`src/include/counter_pkg.sv`:
```
// constants shared by the scan counter block: register map, fields, reset values
// Summary of operation
// - down counter lowers present count by one on a count-pulse rising edge.
// - down counter holds its count when count pulse is steady or falling.
// - down counter completion flag sets at zero and holds until counter reset.
// - rising edge of down counter reset loads the preset into present count.
// - while down reset is on, pulses are ignored; counting resumes after release.
// - down counter count survives interlocks and power loss; only its reset loads it. Here presetn also clears the count to zero.
// - counts and presets are four-digit BCD, at most 9999; cascade for more.
// - non-BCD preset sets fault flag but execution continues, count may be wrong.
// - fault flag sets for missing, non-BCD or out-of-area indirect data word.
// - ring counter adds one on an increment-input rising edge.
// - ring counter subtracts one on a decrement-input rising edge.
// - ring counter holds count when both inputs rose or when neither rose.
// - decrement from zero wraps to preset; completion flag on until next decrement.
// - increment past preset wraps to zero; completion flag on until next increment.
// - rising edge of ring counter reset clears the present count to zero.
// - while ring reset is on, no counting; counting resumes after release.
// - ring counter keeps its count through interlocks and power loss. Here presetn clears the count to zero.
package counter_pkg;
    localparam int ADDR_W = 8;
    localparam int DATA_W = 32;
    localparam int BCD_W = 16;
    localparam int DIGITS = 4;
    localparam logic [3:0] BCD_NINE = 4'h9;
    localparam logic [3:0] BCD_ZERO = 4'h0;
    localparam logic [BCD_W-1:0] COUNT_RST = 16'h0000;
    localparam logic [BCD_W-1:0] PRESET_RST = 16'h0000;

    localparam logic [ADDR_W-1:0] OFF_COND = 8'h00;
    localparam logic [ADDR_W-1:0] OFF_DOWN_PRESET = 8'h04;
    localparam logic [ADDR_W-1:0] OFF_RING_PRESET = 8'h08;
    localparam logic [ADDR_W-1:0] OFF_CFG = 8'h0c;
    localparam logic [ADDR_W-1:0] OFF_DOWN_COUNT = 8'h10;
    localparam logic [ADDR_W-1:0] OFF_RING_COUNT = 8'h14;
    localparam logic [ADDR_W-1:0] OFF_FLAGS = 8'h18;
    localparam logic [ADDR_W-1:0] OFF_IRQ_STATUS = 8'h1c;
    localparam logic [ADDR_W-1:0] OFF_IRQ_MASK = 8'h20;
    localparam logic [ADDR_W-1:0] OFF_DM_BASE = 8'h40;

    localparam int COND_W = 5;
    localparam int COND_PULSE = 0;
    localparam int COND_DOWN_RST = 1;
    localparam int COND_INC = 2;
    localparam int COND_DEC = 3;
    localparam int COND_RING_RST = 4;

    localparam int CFG_W = 2;
    localparam int CFG_DOWN_IND = 0;
    localparam int CFG_RING_IND = 1;

    localparam int EVT_W = 3;
    localparam int EVT_DOWN_DONE = 0;
    localparam int EVT_RING_DONE = 1;
    localparam int EVT_FAULT = 2;

    localparam int DM_DEPTH = 8;
    localparam int DM_AW = 3;
    localparam int WORD_LSB = 2;
endpackage

```
`src/scan_counter.sv`:
```
// down counter and up/down ring counter evaluated once per scan, apb register access
//
// Design decisions made here: the placing of the registers and the APB register port.
`timescale 1ns/1ns
module scan_counter (
    input wire logic pclk,
    input wire logic presetn,
    input wire logic psel,
    input wire logic penable,
    input wire logic pwrite,
    input wire logic [counter_pkg::ADDR_W-1:0] paddr,
    input wire logic [counter_pkg::DATA_W-1:0] pwdata,
    output logic [counter_pkg::DATA_W-1:0] prdata,
    output logic pready,
    output logic pslverr,
    output logic irq
);
    localparam int BW = counter_pkg::BCD_W;

    function automatic logic bcd_ok(input logic [BW-1:0] v);
        logic ok;
        ok = 1'b1;
        for (int i = 0; i < counter_pkg::DIGITS; i++) begin
            if (v[i*4 +: 4] > counter_pkg::BCD_NINE) begin
                ok = 1'b0;
            end
        end
        return ok;
    endfunction

    // digit-wise bcd step; a non-bcd digit is stepped blindly, as the count may then be wrong
    function automatic logic [BW-1:0] bcd_step(input logic [BW-1:0] v, input logic up);
        logic [BW-1:0] r;
        logic carry;
        logic [3:0] d;
        r = v;
        carry = 1'b1;
        for (int i = 0; i < counter_pkg::DIGITS; i++) begin
            d = v[i*4 +: 4];
            if (carry) begin
                if (up) begin
                    if (d >= counter_pkg::BCD_NINE) begin
                        d = counter_pkg::BCD_ZERO;
                    end else begin
                        d = d + 4'h1;
                        carry = 1'b0;
                    end
                end else begin
                    if (d == counter_pkg::BCD_ZERO) begin
                        d = counter_pkg::BCD_NINE;
                    end else begin
                        d = d - 4'h1;
                        carry = 1'b0;
                    end
                end
            end
            r[i*4 +: 4] = d;
        end
        return r;
    endfunction

    // indirect preset: index must be a bcd value inside the data memory area
    function automatic logic idx_ok(input logic [BW-1:0] v);
        return bcd_ok(v) && (v < BW'(counter_pkg::DM_DEPTH));
    endfunction

    logic [counter_pkg::COND_W-1:0] cond_q;
    logic [counter_pkg::COND_W-1:0] prev_q;
    logic [BW-1:0] down_preset_q;
    logic [BW-1:0] ring_preset_q;
    logic [counter_pkg::CFG_W-1:0] cfg_q;
    logic [BW-1:0] down_count_q;
    logic [BW-1:0] down_count_d;
    logic [BW-1:0] ring_count_q;
    logic [BW-1:0] ring_count_d;
    logic down_done_q;
    logic down_done_d;
    logic ring_done_q;
    logic ring_done_d;
    logic fault_q;
    logic [counter_pkg::EVT_W-1:0] sts_q;
    logic [counter_pkg::EVT_W-1:0] mask_q;
    logic [BW-1:0] dm_q [counter_pkg::DM_DEPTH];
    logic [counter_pkg::DATA_W-1:0] prdata_q;
    logic pready_q;
    logic pslverr_q;
    logic irq_q;

    // apb decode; the answer takes one wait state so read data can come from a flop
    wire access = psel & penable;
    wire first = access & ~pready_q;
    wire commit = access & pready_q;
    wire wr = commit & pwrite;
    wire [counter_pkg::ADDR_W-1:0] dm_lo = counter_pkg::OFF_DM_BASE;
    wire [counter_pkg::ADDR_W-1:0] dm_span =
        counter_pkg::ADDR_W'(counter_pkg::DM_DEPTH << counter_pkg::WORD_LSB);
    wire sel_dm = (paddr >= dm_lo) && (paddr < dm_lo + dm_span);
    wire [counter_pkg::DM_AW-1:0] dm_wa = paddr[counter_pkg::WORD_LSB +: counter_pkg::DM_AW];
    wire sel_cond = paddr == counter_pkg::OFF_COND;
    wire sel_dpre = paddr == counter_pkg::OFF_DOWN_PRESET;
    wire sel_rpre = paddr == counter_pkg::OFF_RING_PRESET;
    wire sel_cfg = paddr == counter_pkg::OFF_CFG;
    wire sel_dcnt = paddr == counter_pkg::OFF_DOWN_COUNT;
    wire sel_rcnt = paddr == counter_pkg::OFF_RING_COUNT;
    wire sel_flags = paddr == counter_pkg::OFF_FLAGS;
    wire sel_sts = paddr == counter_pkg::OFF_IRQ_STATUS;
    wire sel_mask = paddr == counter_pkg::OFF_IRQ_MASK;
    wire mapped = sel_cond | sel_dpre | sel_rpre | sel_cfg | sel_dcnt | sel_rcnt
                | sel_flags | sel_sts | sel_mask | sel_dm;

    // each write of the condition word is one scan evaluation
    wire eval = wr & sel_cond;
    wire [counter_pkg::COND_W-1:0] c = pwdata[counter_pkg::COND_W-1:0];
    wire [counter_pkg::COND_W-1:0] rise = c & ~prev_q;

    // effective presets, direct or through the data memory area
    wire down_ind = cfg_q[counter_pkg::CFG_DOWN_IND];
    wire ring_ind = cfg_q[counter_pkg::CFG_RING_IND];
    wire [counter_pkg::DM_AW-1:0] down_ix = down_preset_q[counter_pkg::DM_AW-1:0];
    wire [counter_pkg::DM_AW-1:0] ring_ix = ring_preset_q[counter_pkg::DM_AW-1:0];
    wire [BW-1:0] down_sv = down_ind ? dm_q[down_ix] : down_preset_q;
    wire [BW-1:0] ring_sv = ring_ind ? dm_q[ring_ix] : ring_preset_q;
    wire down_ind_bad = down_ind & ~idx_ok(down_preset_q);
    wire ring_ind_bad = ring_ind & ~idx_ok(ring_preset_q);
    // the bad-index check already covers a missing word, so the content is checked too
    wire fault_now = down_ind_bad | ring_ind_bad | ~bcd_ok(down_sv) | ~bcd_ok(ring_sv);

    // down counter next state
    always_comb begin
        down_count_d = down_count_q;
        down_done_d = down_done_q;
        if (rise[counter_pkg::COND_DOWN_RST]) begin
            down_count_d = down_sv;
            down_done_d = down_sv == counter_pkg::COUNT_RST;
        end else if (c[counter_pkg::COND_DOWN_RST]) begin
            down_count_d = down_count_q;
        end else if (rise[counter_pkg::COND_PULSE]
                     && down_count_q != counter_pkg::COUNT_RST) begin
            down_count_d = bcd_step(down_count_q, 1'b0);
            down_done_d = down_count_d == counter_pkg::COUNT_RST;
        end
        // otherwise steady or falling pulse: count and flag hold
    end

    // ring counter next state
    wire inc_r = rise[counter_pkg::COND_INC];
    wire dec_r = rise[counter_pkg::COND_DEC];
    always_comb begin
        ring_count_d = ring_count_q;
        ring_done_d = ring_done_q;
        if (rise[counter_pkg::COND_RING_RST]) begin
            ring_count_d = counter_pkg::COUNT_RST;
            ring_done_d = 1'b0;
        end else if (c[counter_pkg::COND_RING_RST]) begin
            ring_count_d = ring_count_q;
        end else if (inc_r && !dec_r) begin
            if (ring_count_q >= ring_sv) begin
                ring_count_d = counter_pkg::COUNT_RST;
                ring_done_d = 1'b1;
            end else begin
                ring_count_d = bcd_step(ring_count_q, 1'b1);
                ring_done_d = 1'b0;
            end
        end else if (dec_r && !inc_r) begin
            if (ring_count_q == counter_pkg::COUNT_RST) begin
                ring_count_d = ring_sv;
                ring_done_d = 1'b1;
            end else begin
                ring_count_d = bcd_step(ring_count_q, 1'b0);
                ring_done_d = 1'b0;
            end
        end
        // both rose or neither rose: hold
    end

    // counts change only on an evaluation or on presetn; a ring reset evaluation also clears the ring count
    always_ff @(posedge pclk or negedge presetn) begin
        if (!presetn) begin
            prev_q <= '0;
            cond_q <= '0;
            down_count_q <= counter_pkg::COUNT_RST;
            ring_count_q <= counter_pkg::COUNT_RST;
            down_done_q <= 1'b0;
            ring_done_q <= 1'b0;
            fault_q <= 1'b0;
        end else if (eval) begin
            prev_q <= c;
            cond_q <= c;
            down_count_q <= down_count_d;
            ring_count_q <= ring_count_d;
            down_done_q <= down_done_d;
            ring_done_q <= ring_done_d;
            fault_q <= fault_now;
        end
    end

    // software-written configuration and presets
    always_ff @(posedge pclk or negedge presetn) begin
        if (!presetn) begin
            down_preset_q <= counter_pkg::PRESET_RST;
            ring_preset_q <= counter_pkg::PRESET_RST;
            cfg_q <= '0;
            mask_q <= '0;
        end else if (wr) begin
            if (sel_dpre) begin
                down_preset_q <= pwdata[BW-1:0];
            end
            if (sel_rpre) begin
                ring_preset_q <= pwdata[BW-1:0];
            end
            if (sel_cfg) begin
                cfg_q <= pwdata[counter_pkg::CFG_W-1:0];
            end
            if (sel_mask) begin
                mask_q <= pwdata[counter_pkg::EVT_W-1:0];
            end
        end
    end

    // data memory words have no reset; retained content, unlike the counts, which presetn clears
    always_ff @(posedge pclk) begin
        if (wr && sel_dm) begin
            dm_q[dm_wa] <= pwdata[BW-1:0];
        end
    end

    // sticky events, write one to clear; a new event beats a clear in the same cycle
    wire [counter_pkg::EVT_W-1:0] evt_set = eval ? {
        fault_now,
        ring_done_d & ~ring_done_q,
        down_done_d & ~down_done_q} : '0;
    wire [counter_pkg::EVT_W-1:0] evt_clr = (wr & sel_sts) ? pwdata[counter_pkg::EVT_W-1:0] : '0;
    always_ff @(posedge pclk or negedge presetn) begin
        if (!presetn) begin
            sts_q <= '0;
            irq_q <= 1'b0;
        end else begin
            sts_q <= (sts_q & ~evt_clr) | evt_set;
            irq_q <= |(((sts_q & ~evt_clr) | evt_set) & mask_q);
        end
    end

    // read mux
    wire [counter_pkg::EVT_W-1:0] flags = {fault_q, ring_done_q, down_done_q};
    logic [counter_pkg::DATA_W-1:0] rd_mux;
    always_comb begin
        rd_mux = '0;
        if (sel_cond) begin
            rd_mux = counter_pkg::DATA_W'(cond_q);
        end else if (sel_dpre) begin
            rd_mux = counter_pkg::DATA_W'(down_preset_q);
        end else if (sel_rpre) begin
            rd_mux = counter_pkg::DATA_W'(ring_preset_q);
        end else if (sel_cfg) begin
            rd_mux = counter_pkg::DATA_W'(cfg_q);
        end else if (sel_dcnt) begin
            rd_mux = counter_pkg::DATA_W'(down_count_q);
        end else if (sel_rcnt) begin
            rd_mux = counter_pkg::DATA_W'(ring_count_q);
        end else if (sel_flags) begin
            rd_mux = counter_pkg::DATA_W'(flags);
        end else if (sel_sts) begin
            rd_mux = counter_pkg::DATA_W'(sts_q);
        end else if (sel_mask) begin
            rd_mux = counter_pkg::DATA_W'(mask_q);
        end else if (sel_dm) begin
            rd_mux = counter_pkg::DATA_W'(dm_q[dm_wa]);
        end
    end

    always_ff @(posedge pclk or negedge presetn) begin
        if (!presetn) begin
            prdata_q <= '0;
            pready_q <= 1'b0;
            pslverr_q <= 1'b0;
        end else begin
            pready_q <= first;
            // error stands only beside ready, so it must drop together with it
            pslverr_q <= first & ~mapped;
            if (first) begin
                prdata_q <= pwrite ? '0 : rd_mux;
            end
        end
    end

    assign prdata = prdata_q;
    assign pready = pready_q;
    assign pslverr = pslverr_q;
    assign irq = irq_q;
endmodule

```
`config.mk`:
```
export PLATFORM = sky130hd
export DESIGN_NAME = scan_counter
export DESIGN_NICKNAME = d
export VERILOG_FILES = /design/src/include/counter_pkg.sv /design/src/scan_counter.sv
export SDC_FILE = /design/constraint.sdc
export NUM_CORES = 1
export LEC_CHECK = 0
export ABC_AREA = 1
export BUFFER_PORTS_ARGS = -buffer_cell sky130_fd_sc_hd__buf_2
export CAP_MARGIN = 20
export CORE_AREA = 2 2 214 216
export DETAILED_ROUTE_END_ITERATION = 10
export DIE_AREA = 0 0 216 218
export GPL_TIMING_DRIVEN = 0
export HOLD_SLACK_MARGIN = 0.1
export PLACE_DENSITY = 0.51
export SYNTH_ARGS = -nofsm -noshare
export SYNTH_HDL_FRONTEND = slang
export SYNTH_SLANG_ARGS = --single-unit
export TNS_END_PERCENT = 30
```
`constraint.sdc`:
```
create_clock -name pclk -period 8.8 [get_ports pclk]
set_clock_uncertainty 0.15 [all_clocks]
set_input_delay 0.88 -clock pclk [delete_from_list [all_inputs] [get_ports pclk]]
set_output_delay 0.88 -clock pclk [all_outputs]
set_load 0.005 [all_outputs]
```
After elaboration in Yosys (flattened, before gate mapping)
Memories as Yosys holds them, arrays and structs flattened.
Index checks and enable logic that the tools add are counted.
W data, S select, Z words.
{"block": "totals", "ramBits": 128, "register_bits": 115, "output_inout_bits": 35, "memories": 1, "word_cells": 278}
{"block": "classes", "magnitude_cmp": 25, "n_bitwise": 37, "n_reduce_logical": 37, "n_eq_ne": 13, "mux": 135, "add_sub_neg": 12}
{"memory": "dm_q", "depth": 8, "width": 16, "rd": 3, "rd_ports_with_merged_regs": 0, "write_ports": 1, "line_no": "scan_counter.sv:83", "rtl": "logic [BW-1:0] dm_q [counter_pkg::DM_DEPTH];"}
{"op": "$mux W16", "n": 21}
{"op": "$mux W4", "n": 33}
{"op": "$mux W1", "n": 78}
{"op": "$gt A4 B4 Y1 const B", "n": 16}
{"op": "$logic_not A16 Y1", "n": 3}
{"op": "$eq A8 B5 Y1 const B", "n": 4}
{"op": "$logic_not A4 Y1", "n": 8}
{"op": "$lt A16 B4 Y1 const B", "n": 2}
{"op": "$mux W32", "n": 1}
{"op": "$sub A4 B1 Y4 const B", "n": 8}
{"op": "$add A4 B1 Y4 const B", "n": 4}
{"op": "$eq A8 B4 Y1 const B", "n": 2}
{"op": "$ge A16 B16 Y1", "n": 1}
{"op": "$ge A4 B4 Y1 const B", "n": 4}
{"op": "$reduce_bool A16 Y1", "n": 1}
{"op": "$reduce_and A5 Y1", "n": 3}
{"op": "$ne A4 B2 Y1 const B", "n": 3}
{"op": "$or A1 B1 Y1", "n": 12}
{"op": "$reduce_bool A4 Y1", "n": 3}
{"op": "$and A1 B1 Y1", "n": 11}
{"op": "$eq A8 B3 Y1 const B", "n": 1}
{"op": "$eq A8 B6 Y1 const B", "n": 1}
{"op": "$ge A8 B7 Y1 const B", "n": 1}
{"op": "$logic_not A8 Y1", "n": 1}
{"op": "16 further kinds", "n": 37}

Logic depth before layout (Yosys ltp)
Gate-level depths: netlist of run 1.
{"block": "logic_depth", "word_depth": 27, "depth_mapped": 23}

Least setup slack after synthesis of run 1
No wires, ideal clock.
{"block": "synth_path", "kind": "input-to-reg", "start": "input paddr[5] in the netlist's numbering", "end": "memory dm_q[0][0] in the netlist's numbering, enable pin", "cell_stages": 8, "arrival_time_ns": 3.051, "slack_ns": 5.190, "t_required_ns": 8.241, "setup_time_ns": 0.409, "path_buffers": 1, "path_cell_list": "inv_2 -> nand2_2 -> nor2_1 -> clkbuf_1 -> inv_1 -> nor2_1 -> nand2_1 -> nor3_1"}
{"block": "synth_via", "elab_chain_len": 5}
{"element": "start: declaration", "line_no": "scan_counter.sv:11", "rtl": "input wire logic [counter_pkg::ADDR_W-1:0] paddr,"}
{"element": "$ge A8 B7 Y1 or $lt A8 B7 Y1 (tied branches)", "line_no": "scan_counter.sv:97", "rtl": "wire sel_dm = (paddr >= dm_lo) && (paddr < dm_lo + dm_span);"}
{"element": "$logic_and A1 B1 Y1 (*)", "line_no": "scan_counter.sv:97"}
{"element": "$logic_and A1 B1 Y1 (*)", "line_no": "scan_counter.sv:222", "rtl": "if (wr && sel_dm) begin"}
{"element": "$mux W1 (*)", "line_no": "scan_counter.sv:222"}
{"element": "$mux W1 (not written as such) (*)", "line_no": "scan_counter.sv:223", "rtl": "dm_q[dm_wa] <= pwdata[BW-1:0];"}
{"element": "end: declaration", "line_no": "scan_counter.sv:83"}
Every way passes the cells marked *; elsewhere a longest branch is shown, timed or not.

Worst setup path after layout of run 1
{"block": "layout_path", "start": "register ring_preset_q[1]", "end": "register ring_count_q[8]"}
{"block": "layout_via", "elab_chain_len": 7}
{"element": "start: declaration", "line_no": "scan_counter.sv:70", "rtl": "logic [BW-1:0] ring_preset_q;"}
{"element": "start signal: assignment", "line_no": "scan_counter.sv:201", "rtl": "ring_preset_q <= counter_pkg::PRESET_RST;"}
{"element": "start signal: assignment", "line_no": "scan_counter.sv:209", "rtl": "ring_preset_q <= pwdata[BW-1:0];"}
{"element": "$mem_v2 Z8 W16"}
{"element": "$mux W16 (*)", "line_no": "scan_counter.sv:122", "rtl": "wire [BW-1:0] ring_sv = ring_ind ? dm_q[ring_ix] : ring_preset_q;"}
{"element": "$ge A16 B16 Y1 or $mux W16 (tied branches)", "line_no": "scan_counter.sv:157, scan_counter.sv:165"}
{"element": "$mux W16, on equally long branches", "line_no": "scan_counter.sv:157, scan_counter.sv:164"}
{"element": "$mux W16", "line_no": "scan_counter.sv:156", "rtl": "end else if (inc_r && !dec_r) begin"}
{"element": "$mux W16", "line_no": "scan_counter.sv:154", "rtl": "end else if (c[counter_pkg::COND_RING_RST]) begin"}
{"element": "$mux W16", "line_no": "scan_counter.sv:151", "rtl": "if (rise[counter_pkg::COND_RING_RST]) begin"}
{"element": "end signal: assignment", "line_no": "scan_counter.sv:182", "rtl": "ring_count_q <= counter_pkg::COUNT_RST;"}
{"element": "end signal: assignment", "line_no": "scan_counter.sv:190", "rtl": "ring_count_q <= ring_count_d;"}
{"element": "end: declaration", "line_no": "scan_counter.sv:74", "rtl": "logic [BW-1:0] ring_count_q;"}
Every way passes the cells marked *; elsewhere a longest branch is shown, timed or not. The select of a mux whose other input is x is not followed.
A chain may end at the register's enable or synchronous reset.

==> impl_metrics.json, run 1 <==
{
  "design_area_um2": 16280,
  "slew_headroom_pct": 28.44,
  "place.gp.congestion": 0.9992,
  "synthFlopType": "edfxtp_1",
  "rrSetupSlack_ns": 4.30,
  "period_share_pct": 51.16,
  "vdd_drop_max_mv": 0.1154,
  "wl_per_cell_um": 23.32,
  "power_density_nw_per_um2": 147.7,
  "tightestPinTransition_ns": 1.068,
  "end_kind": "register",
  "grt_max_degree": 62,
  "post_layout_nonfiller_instances": 2611,
  "drtAntennaViolNets": 0,
  "power_leakage_nw": 7.360,
  "cts_resized": 0,
  "drc_errors": 0,
  "first_global_vias": 13400,
  "synth_top_cell_by_area": "edfxtp_1",
  "fillers": 4780,
  "max_stage_delay_ns": 0.70,
  "dp.cells": 2562,
  "antenna_found_initial": 0,
  "area_growth_pct": 14.82,
  "holdWs_ns": 0.1562,
  "nNetsFinal": 2066,
  "initial_utilization_pct": 31.59,
  "r2r_start": "ring_preset_q[1]",
  "cpLargestDelayFamily": "buffers and inverters",
  "placed_cell_area_um2": 15410,
  "synth_area_leaders": "edfxtp_1, dfrtp_1, nand2_1",
  "critPathMaxFanout": 10,
  "status": "finished, final reports clean",
  "hpwlAfterDp_um": 46590,
  "synth_cells": 1889,
  "io_pins": 80,
  "cts_buffer_depth": 3,
  "post_cts_buffers": 0,
  "ys_seq_area_share_pct": 44.58,
  "cts_root_buf": "clkbuf_16",
  "synthesis.area_um2": 14180,
  "worstPathCellList": "buf_2, clkbuf_1, nand3_1, a21oi_1, nor2_1, ha_1, nand2_1, nor3_1, nand3_1, nand4_1, clkbuf_1, o22ai_1, a22o_1",
  "die_y_um": 218,
  "die_x_um": 216,
  "syn_area_per_cell_um2": 7.507,
  "tns_ns": 0,
  "overflow": 0,
  "antenna_cells": 0,
  "max_cap_violations": 0,
  "synth_cell_types": 50,
  "cts.clk_slew.worst_paths_ns": 0.06,
  "htree_levels": 1,
  "fmax_mhz": 222.1,
  "synth-edff-count": 128,
  "ys_ff_latch": 227,
  "drive_above_1_share_pct": 9.796,
  "slew_viol_final": 0,
  "grtUsageTotal_pct": 25.50,
  "synth_top_area_share_pct": 27.11,
  "rows": 78,
  "critPathRequiredTime_ns": 9.09,
  "fin_crit_ns": 4.502,
  "drt_iter0_drc": 1888,
  "path_class": "register to register",
  "wl_um": 60890,
  "rsz0062_at_grt": "no",
  "dieArea_um2": 47090,
  "cp_slowest_cell": "clkbuf_1",
  "clock_latency_ns": 0.57,
  "cp-start-kind": "register",
  "clock_sinks": 227,
  "ctsHoldBuffers": 0,
  "via_count": 14140,
  "min_path_type": "input pin to asynchronous set/reset pin",
  "first_pass_iters": 5,
  "numPortBuffers": 46,
  "hold_violations": 0,
  "critical_path_buf_inv_count": 3,
  "cts_buffers": 27,
  "viasPerCell": 5.414,
  "async_flop_share_pct": 43.61,
  "yosys_warnings": 0,
  "reg2reg_to": "ring_count_q[8]",
  "cp_data_arrival_time_ns": 4.79,
  "tritoncts": "yes",
  "grt_pass1_wl_um": 89490,
  "setup_viol": 0,
  "coreArea_um2": 44890,
  "rr_worst_depth": 13
}
-- flip-flops by register name, summed over array words and instances (netlist names) --
signal / flops
prdata: 16
pslverr: 1
mask_q: 3
fault_q: 1
ring_done_q: 1
prev_q: 5
down_count_q: 16
irq: 1
down_done_q: 1
cfg_q: 2
pready: 1
ring_count_q: 16
down_preset_q: 16
sts_q: 3
ring_preset_q: 16
dm_q: 128
-- how the worst max path moves through the flow --
stage	start	end	slack (ns)	cells after the start
finish	ring_preset_q[1]	ring_count_q[8]	4.30	13
global route	ring_preset_q[1]	ring_count_q[8]	4.09	13
global placement	paddr[5]	dm_q[7][5]	2.29	9
CTS	ring_preset_q[1]	ring_count_q[8]	4.42	13
floorplan	paddr[5]	dm_q[0][0]	5.19	8
detailed placement	paddr[5]	dm_q[5][5]	3.94	10
-- cells in the mapped netlist, types with 2 or more instances --
| cell | instances |
|---|---|
| a211oi_1 | 8 |
| a21oi_1 | 61 |
| a21oi_2 | 2 |
| a22o_1 | 10 |
| a22oi_1 | 12 |
| a32o_1 | 2 |
| buf_1 | 8 |
| buf_2 | 27 |
| buf_4 | 23 |
| buf_6 | 2 |
| clkbuf_1 | 34 |
| clkinv_1 | 5 |
| dfrtp_1 | 99 |
| edfxtp_1 | 128 |
| ha_1 | 30 |
| inv_1 | 170 |
| inv_2 | 12 |
| inv_4 | 2 |
| nand2_1 | 653 |
| nand2_2 | 4 |
| nand3_1 | 138 |
| nand4_1 | 15 |
| nor2_1 | 103 |
| nor2_2 | 7 |
| nor2_4 | 2 |
| nor2_8 | 3 |
| nor3_1 | 25 |
| nor3b_1 | 2 |
| nor4_1 | 3 |
| o2111ai_1 | 3 |
| o211ai_1 | 22 |
| o21a_1 | 6 |
| o21ai_0 | 166 |
| o21ai_1 | 7 |
| o21bai_1 | 2 |
| o221ai_1 | 3 |
| o22ai_1 | 73 |
| xor2_1 | 5 |
-- layout by cell type (no fill, tap or decap), types with 17 or more instances in the layout --
| master | count |
|---|---|
| a21oi_1 | 61 |
| buf_2 | 72 |
| buf_4 | 24 |
| clkbuf_1 | 39 |
| clkbuf_16 | 27 |
| dfrtp_1 | 99 |
| edfxtp_1 | 128 |
| ha_1 | 30 |
| inv_1 | 170 |
| nand2_1 | 653 |
| nand3_1 | 138 |
| nor2_1 | 103 |
| nor3_1 | 17 |
| o211ai_1 | 22 |
| o21ai_0 | 166 |
| o22ai_1 | 73 |
-- power by group --
part | internal (mW) | switching [mW]
logic | 0.0361 | 0.102
registers | 1.13 | 0.00508
clock network | 0.652 | 0.478
-- logic make-up (layout without fill, tap and decap cells) --
logic type / Yosys count / after routing / share of synthesized area (%)
compound gates: 385 / 385 / 16.02
xor+xnor: 6 / 6 / 0.3706
fa+ha+maj: 30 / 30 / 2.647
buf+inv: 283 / 390 / 8.480
flops: 227 / 227 / 44.58
other cells: 1 / 16 / 0.02645
simple gates: 957 / 957 / 27.87
-- metal layers --
metal / track usage, % / vias up / share of wire [%]
met4: 7.648 / 0 / 3.4
met3: 5.091 / 126 / 8.5
li1: - / 6522 / -
met2: 40.68 / 673 / 45
met1: 34.95 / 6815 / 43
met5: 0 / - / 0
-- layout make-up --
cell class	count	area [um2]	area share (%)
Clock inverter	17	176.4	1.084
Buffer	94	488.0	2.997
Inverter	189	714.4	4.388
Clock buffer	32	694.4	4.265
Timing Repair Buffer	58	384.1	2.359
Tap cell	600	750.7	4.611
Multi-Input combinational cell	1394	6753	41.47
Sequential cell	227	6321	38.82
-- stage by stage --
stage | power, mW | utilization [%] | setup slack (ns)
floorplan | 1.220 | - | 5.190
global placement | 1.289 | 33.90 | 2.287
detailed placement | 1.292 | 34.33 | 3.941
CTS | 2.410 | 36.27 | 4.420
global route | 2.470 | 36.27 | 4.088
finish | 2.405 | 36.27 | 4.298
(Power assumes the default switching activity.)
==> inputs of run 2 (changes only) <==
Settings changed: PLACE_DENSITY 0.51 to 0.53.
Clock period 8.8 ns to 3.95 ns, I/O delays scaled along.
==> run 2 against run 1 <==
Design area up 2.3%. Critical path depth unchanged. Combinational power rose by 140%. Via count increased by 1.9%. Sequential cell count unchanged. Die area is the same. Wire length decreased by 0.17%. Final cell count up 0.80%. Count of clock-buffer cells in the layout decreased by 1. Critical path type unchanged. First-iteration DRC count decreased by 1.1%. Sequential share of layout area down 0.89 points. Utilization grew 0.85 points.
==> impl_metrics.json, run 2 (synthesis results as in run 1) <==
{
  "coreArea_um2": 44890,
  "path_class": "register to register",
  "overflow": 0,
  "p_sw_share_pct": 23.42,
  "status": "finished, final reports clean",
  "hold_violations": 0,
  "antenna_found_initial": 0,
  "htree_levels": 1,
  "wl_um": 60790,
  "first_pass_iters": 6,
  "period_share_pct": 97.54,
  "tritoncts": "yes",
  "io_pins": 80,
  "place.gp.congestion": 1.021,
  "post_layout_nonfiller_instances": 2632,
  "drc_errors": 0,
  "drtAntennaViolNets": 0,
  "rsz0062_at_grt": "no",
  "r2r_start": "ring_preset_q[1]",
  "die_x_um": 216,
  "numPortBuffers": 46,
  "cp_slowest_cell": "a21oi_1",
  "power_density_nw_per_um2": 332.2,
  "pwr-share-clk_pct": 48.4,
  "fmax_mhz": 259.5,
  "die_y_um": 218,
  "grt_pass1_wl_um": 89530,
  "critPathMaxFanout": 10,
  "cts.clk_slew.worst_paths_ns": 0.07,
  "cpLargestDelayFamily": "simple AND/OR/NAND/NOR gates",
  "cts_root_buf": "clkbuf_16",
  "antenna_cells": 0,
  "fin_crit_ns": 3.853,
  "area_growth_pct": 17.51,
  "largest_register_ffs": 128,
  "largest_register": "dm_q",
  "pwr-share-seq_pct": 45.7,
  "layout_common_cells": "nand2_1, inv_1, o21ai_0",
  "nNetsFinal": 2087,
  "cp_data_arrival_time_ns": 4.15,
  "p_sw_mw": 1.296,
  "via_count": 14400,
  "fillers": 4648,
  "regArea_um2": 6321,
  "slew_headroom_pct": 35.64,
  "power_leakage_nw": 7.530,
  "min_path_type": "input pin to register",
  "viasPerCell": 5.471,
  "drive_above_1_share_pct": 10.93,
  "slew_viol_final": 0,
  "grtUsageTotal_pct": 25.44,
  "holdWs_ns": 0.1177,
  "max_stage_delay_ns": 0.51,
  "crit_path_start": "ring_preset_q[1]",
  "multi_input_area_um2": 6824,
  "p_total_mw": 5.535,
  "hpwlAfterDp_um": 46290,
  "min_from": "paddr[3]",
  "initial_utilization_pct": 31.59,
  "drt_iter0_drc": 1868,
  "internal-power_mw": 4.239,
  "cts_buffer_depth": 3,
  "dieArea_um2": 47090,
  "max_cap_violations": 0,
  "vdd_drop_max_mv": 0.4022,
  "final_common_cell": "nand2_1",
  "critPathRequiredTime_ns": 4.25,
  "tightestPinTransition_ns": 0.9654,
  "wl_per_cell_um": 23.10,
  "end_kind": "register",
  "first_global_vias": 13650,
  "grt_max_degree": 54,
  "critical_path_buf_inv_count": 3,
  "setup_viol": 0,
  "dp.cells": 2562,
  "clock_sinks": 227,
  "comb_power_share_pct": 5.9,
  "clock_latency_ns": 0.57,
  "cts_buffers": 26,
  "worstPathCellList": "clkbuf_4, clkbuf_2, nand3_1, a21oi_1, nor2_1, ha_1, nand2_1, nor3_2, nand3_1, nand4_1, clkbuf_4, o22ai_1, a22o_1",
  "rrSetupSlack_ns": 0.1,
  "cp-start-kind": "register",
  "rows": 78
}
==> run 2: power by group through the flow <==
stage,Combinational [mW],Clock [mW],Sequential (mW)
2_1_floorplan,0.142,0,2.57
3_3_place_gp,0.292,0,2.58
3_5_place_dp,0.301,0,2.58
4_1_cts,0.318,2.72,2.53
5_1_grt,0.350,2.82,2.53
6_report,0.325,2.68,2.53
==> run 2: layout make-up <==
cell class	count	area share, %
multi-input combinational	1394	40.96
clock inverter	17	1.329
tap	600	4.506
clock buffer	31	4.325
inverter	189	4.310
buffer	94	3.064
timing repair buffer	80	3.574
sequential	227	37.94
==> run 2: path summary, 6_finish.rpt <==
check / endpoint / cells after the start
max: ring_count_q[11] / 13
min: dm_q[1][0] / 2
max reg2reg: ring_count_q[11] / 13
min reg2reg: prdata[14] / 2
max in group asynchronous: mask_q[1] / 3
min in group asynchronous: down_count_q[9] / 2
==> run 2: worst reg2reg max path: stages (launching register included) <==
cell and delay [ns]:
dfrtp_1 0.33, clkbuf_4 0.25, clkbuf_2 0.42, nand3_1 0.15, a21oi_1 0.51, nor2_1 0.17, ha_1 0.31, nand2_1 0.09
nor3_2 0.31, nand3_1 0.19, nand4_1 0.25, clkbuf_4 0.28, o22ai_1 0.11, a22o_1 0.23
==> run 2: through the flow <==
stage | cell area (um2) | worst slack [ns] | TNS (ns) | util (%)
2_1_floorplan | 14240 | 0.8249 | 0 | -
3_3_place_gp | 15220 | -1.938 | -234.09 | 33.90
3_5_place_dp | 15410 | -0.5134 | -33.37 | 34.32
4_1_cts | 16580 | 0.001914 | 0 | 36.93
5_1_grt | 16660 | 0.03669 | 0 | 37.12
6_report | 16660 | 0.09715 | 0 | 37.12
==> run 2: timing repair <==
item | 4_1_cts | 5_1_grt
pin swaps | 1 | 5
hold buffers | 20 | 0
gates cloned | 0 | 0
hold endpoints to repair | 185 | 0
gates resized for setup | 9 | 22
setup endpoints to repair | 14 | 45
setup buffers | 1 | 1
==> run 2: routing by layer <==
metal  wire length (um)  global-route usage (%)
met1              26020                   35.18
met2              26880                   39.70
met3               5136                   3.752
met4               2747                   10.87
met5                  0                       0
==> inputs of run 3 (changes only) <==
Settings changed: CORE_AREA 2 2 214 216 to 2 2 175 263, DIE_AREA 0 0 216 218 to 0 0 177 265.
==> run 3 against run 2 <==
Count of clock-buffer cells in the layout fell by 6. Largest power group is now sequential cells. Combinational power hardly changed. Via count rose by 0.50%. Worst hold slack improved by 0.056 ns. Critical path type unchanged. Clock power down 9.0%. Sequential cell count stayed put.
==> impl_metrics.json, run 3 (synthesis results as in run 1) <==
{
  "fin_ws_ns": 0.1637,
  "drtAntennaViolNets": 0,
  "via_count": 14470,
  "max_cap_violations": 0,
  "setup_viol": 0,
  "path_class": "register to register",
  "numPortBuffers": 46,
  "first_global_vias": 14140,
  "utilization_pct": 37.27,
  "clock_latency_ns": 0.56,
  "initial_utilization_pct": 31.81,
  "tritoncts": "yes",
  "slew_headroom_pct": 33.22,
  "min_from": "paddr[7]",
  "reg2reg_to": "ring_count_q[11]",
  "cts.clk_slew.worst_paths_ns": 0.07,
  "hpwlAfterDp_um": 48500,
  "period_share_pct": 95.85,
  "slew_viol_final": 0,
  "cts_root_buf": "clkbuf_16",
  "min_path_type": "input pin to register",
  "io_pins": 80,
  "largest_register": "dm_q",
  "holdPathEnd": "mask_q[1]",
  "htree_levels": 1,
  "fin_crit_ns": 3.786,
  "crit_path_start": "ring_preset_q[0]",
  "cts_buffers": 24,
  "antenna_found_initial": 0,
  "rr_worst_depth": 17,
  "p_total_mw": 5.290,
  "first_pass_iters": 7,
  "power_leakage_nw": 7.507,
  "nNetsFinal": 2094,
  "largest_register_ffs": 128,
  "drc_errors": 0,
  "rrSetupSlack_ns": 0.16,
  "post-place-ws_ns": -0.5402,
  "tightestPinTransition_ns": 0.9980,
  "critPathMaxFanout": 10,
  "fillers": 4598,
  "drive_above_1_share_pct": 10.85,
  "max_stage_delay_ns": 0.42,
  "antenna_cells": 0,
  "clock_sinks": 227,
  "coreArea_um2": 44570,
  "cp_slowest_cell": "dfrtp_1",
  "dieArea_um2": 46910,
  "cts_buffer_depth": 3,
  "final_common_cell": "nand2_1",
  "cp-start-kind": "register",
  "die_x_um": 177,
  "cp_data_arrival_time_ns": 4.08,
  "power_density_nw_per_um2": 318.5,
  "wl_um": 62220,
  "vdd_drop_max_mv": 0.2081,
  "grt_max_degree": 66,
  "fmax_mhz": 264.1,
  "viasPerCell": 5.526,
  "area_growth_pct": 17.15,
  "worstPathCellList": "buf_4, nor2_4, clkbuf_4, a22oi_1, nand2_1, nand2_1, nand3_2, inv_1, ha_1, nand4_1, nor3_4, nand3_2, nand4_1, buf_4, buf_2, o22ai_1, a22o_1",
  "min_path_cells": 4,
  "grtUsageTotal_pct": 26.35,
  "overflow": 0,
  "die_y_um": 265,
  "place.gp.congestion": 1.027,
  "critPathRequiredTime_ns": 4.24,
  "hold_violations": 0,
  "layout_common_cells": "nand2_1, inv_1, o21ai_0",
  "rows": 95,
  "status": "finished, final reports clean",
  "drt_iter0_drc": 1544,
  "grt_pass1_wl_um": 90680,
  "wl_per_cell_um": 23.76,
  "end_kind": "register",
  "r2r_start": "ring_preset_q[0]"
}
[run 3: cell types whose count changed in the layout (fill, tap and decap cells not counted), sizes merged]
cell         delta
dlygate4sd3     +1
buf            +10
clkbuf          -8
bufinv          -2
clkinv          +1
inv             +3
[run 3: final cells by class]
class                      count  area [um2]  area share [%]
multi-input combinational   1394        6817           41.03
sequential                   227        6322           38.06
tap                          582       728.2           4.384
inverter                     189       714.4           4.301
timing repair buffer          89       696.9           4.195
clock buffer                  25       625.6           3.766
buffer                        94       513.0           3.088
clock inverter                19       195.2           1.175
[run 3: critical path, delay by kind of cell (launching register included)]
| kind | cells | cell delay [ns] |
|---|---|---|
| flops | 1 | 0.42 |
| buf+inv | 5 | 0.98 |
| compound gates | 3 | 0.46 |
| fa+ha+maj | 1 | 0.27 |
| simple gates | 8 | 1.39 |
[run 3: where the power goes]
group | internal (mW) | switching, mW
Combinational | 0.0969 | 0.229
Sequential | 2.52 | 0.0100
Clock | 1.36 | 1.07
Total | 3.98 | 1.31
[run 3: how the worst max path moves through the flow]
stage / to / slack, ns / cells past startpoint
after CTS: ring_count_q[11] / 0.01 / 17
after detailed placement: ring_count_q[11] / -0.54 / 16
after global placement: dm_q[6][5] / -2.07 / 9
after global routing: ring_count_q[10] / -0.03 / 16
final: ring_count_q[11] / 0.16 / 17
after floorplan: dm_q[0][0] / 0.82 / 8
[run 3: timing repair]
item | in CTS | in global routing
endpoints found under the setup margin | 16 | 13
resized for setup | 8 | 22
hold buffers | 21 | 0
buffers inserted | 4 | 0
pin swaps | 2 | 3
hold endpoints to repair | 258 | 0
[run 3: stage by stage]
step	hold WS [ns]	cells	area, um2	TNS (ns)
detailed placement	0.2883	2550	15460	-7.901
global route	0.2103	2619	16610	-0.08141
CTS	0.1614	2619	16550	0
floorplan	-0.05059	1904	14240	0
finish	0.1734	2619	16610	0
global placement	0.3155	2532	15190	-256.78
[run 3: per-layer routing]
metal  vias to the layer above  routed length [um]  global-route usage, %
met1                      6839               21300                  27.81
met5                         -                   0                      0
li1                       6594                   -                      -
met3                       267                4230                  3.801
met2                       772               31230                  46.97
met4                         0                5457                  19.59
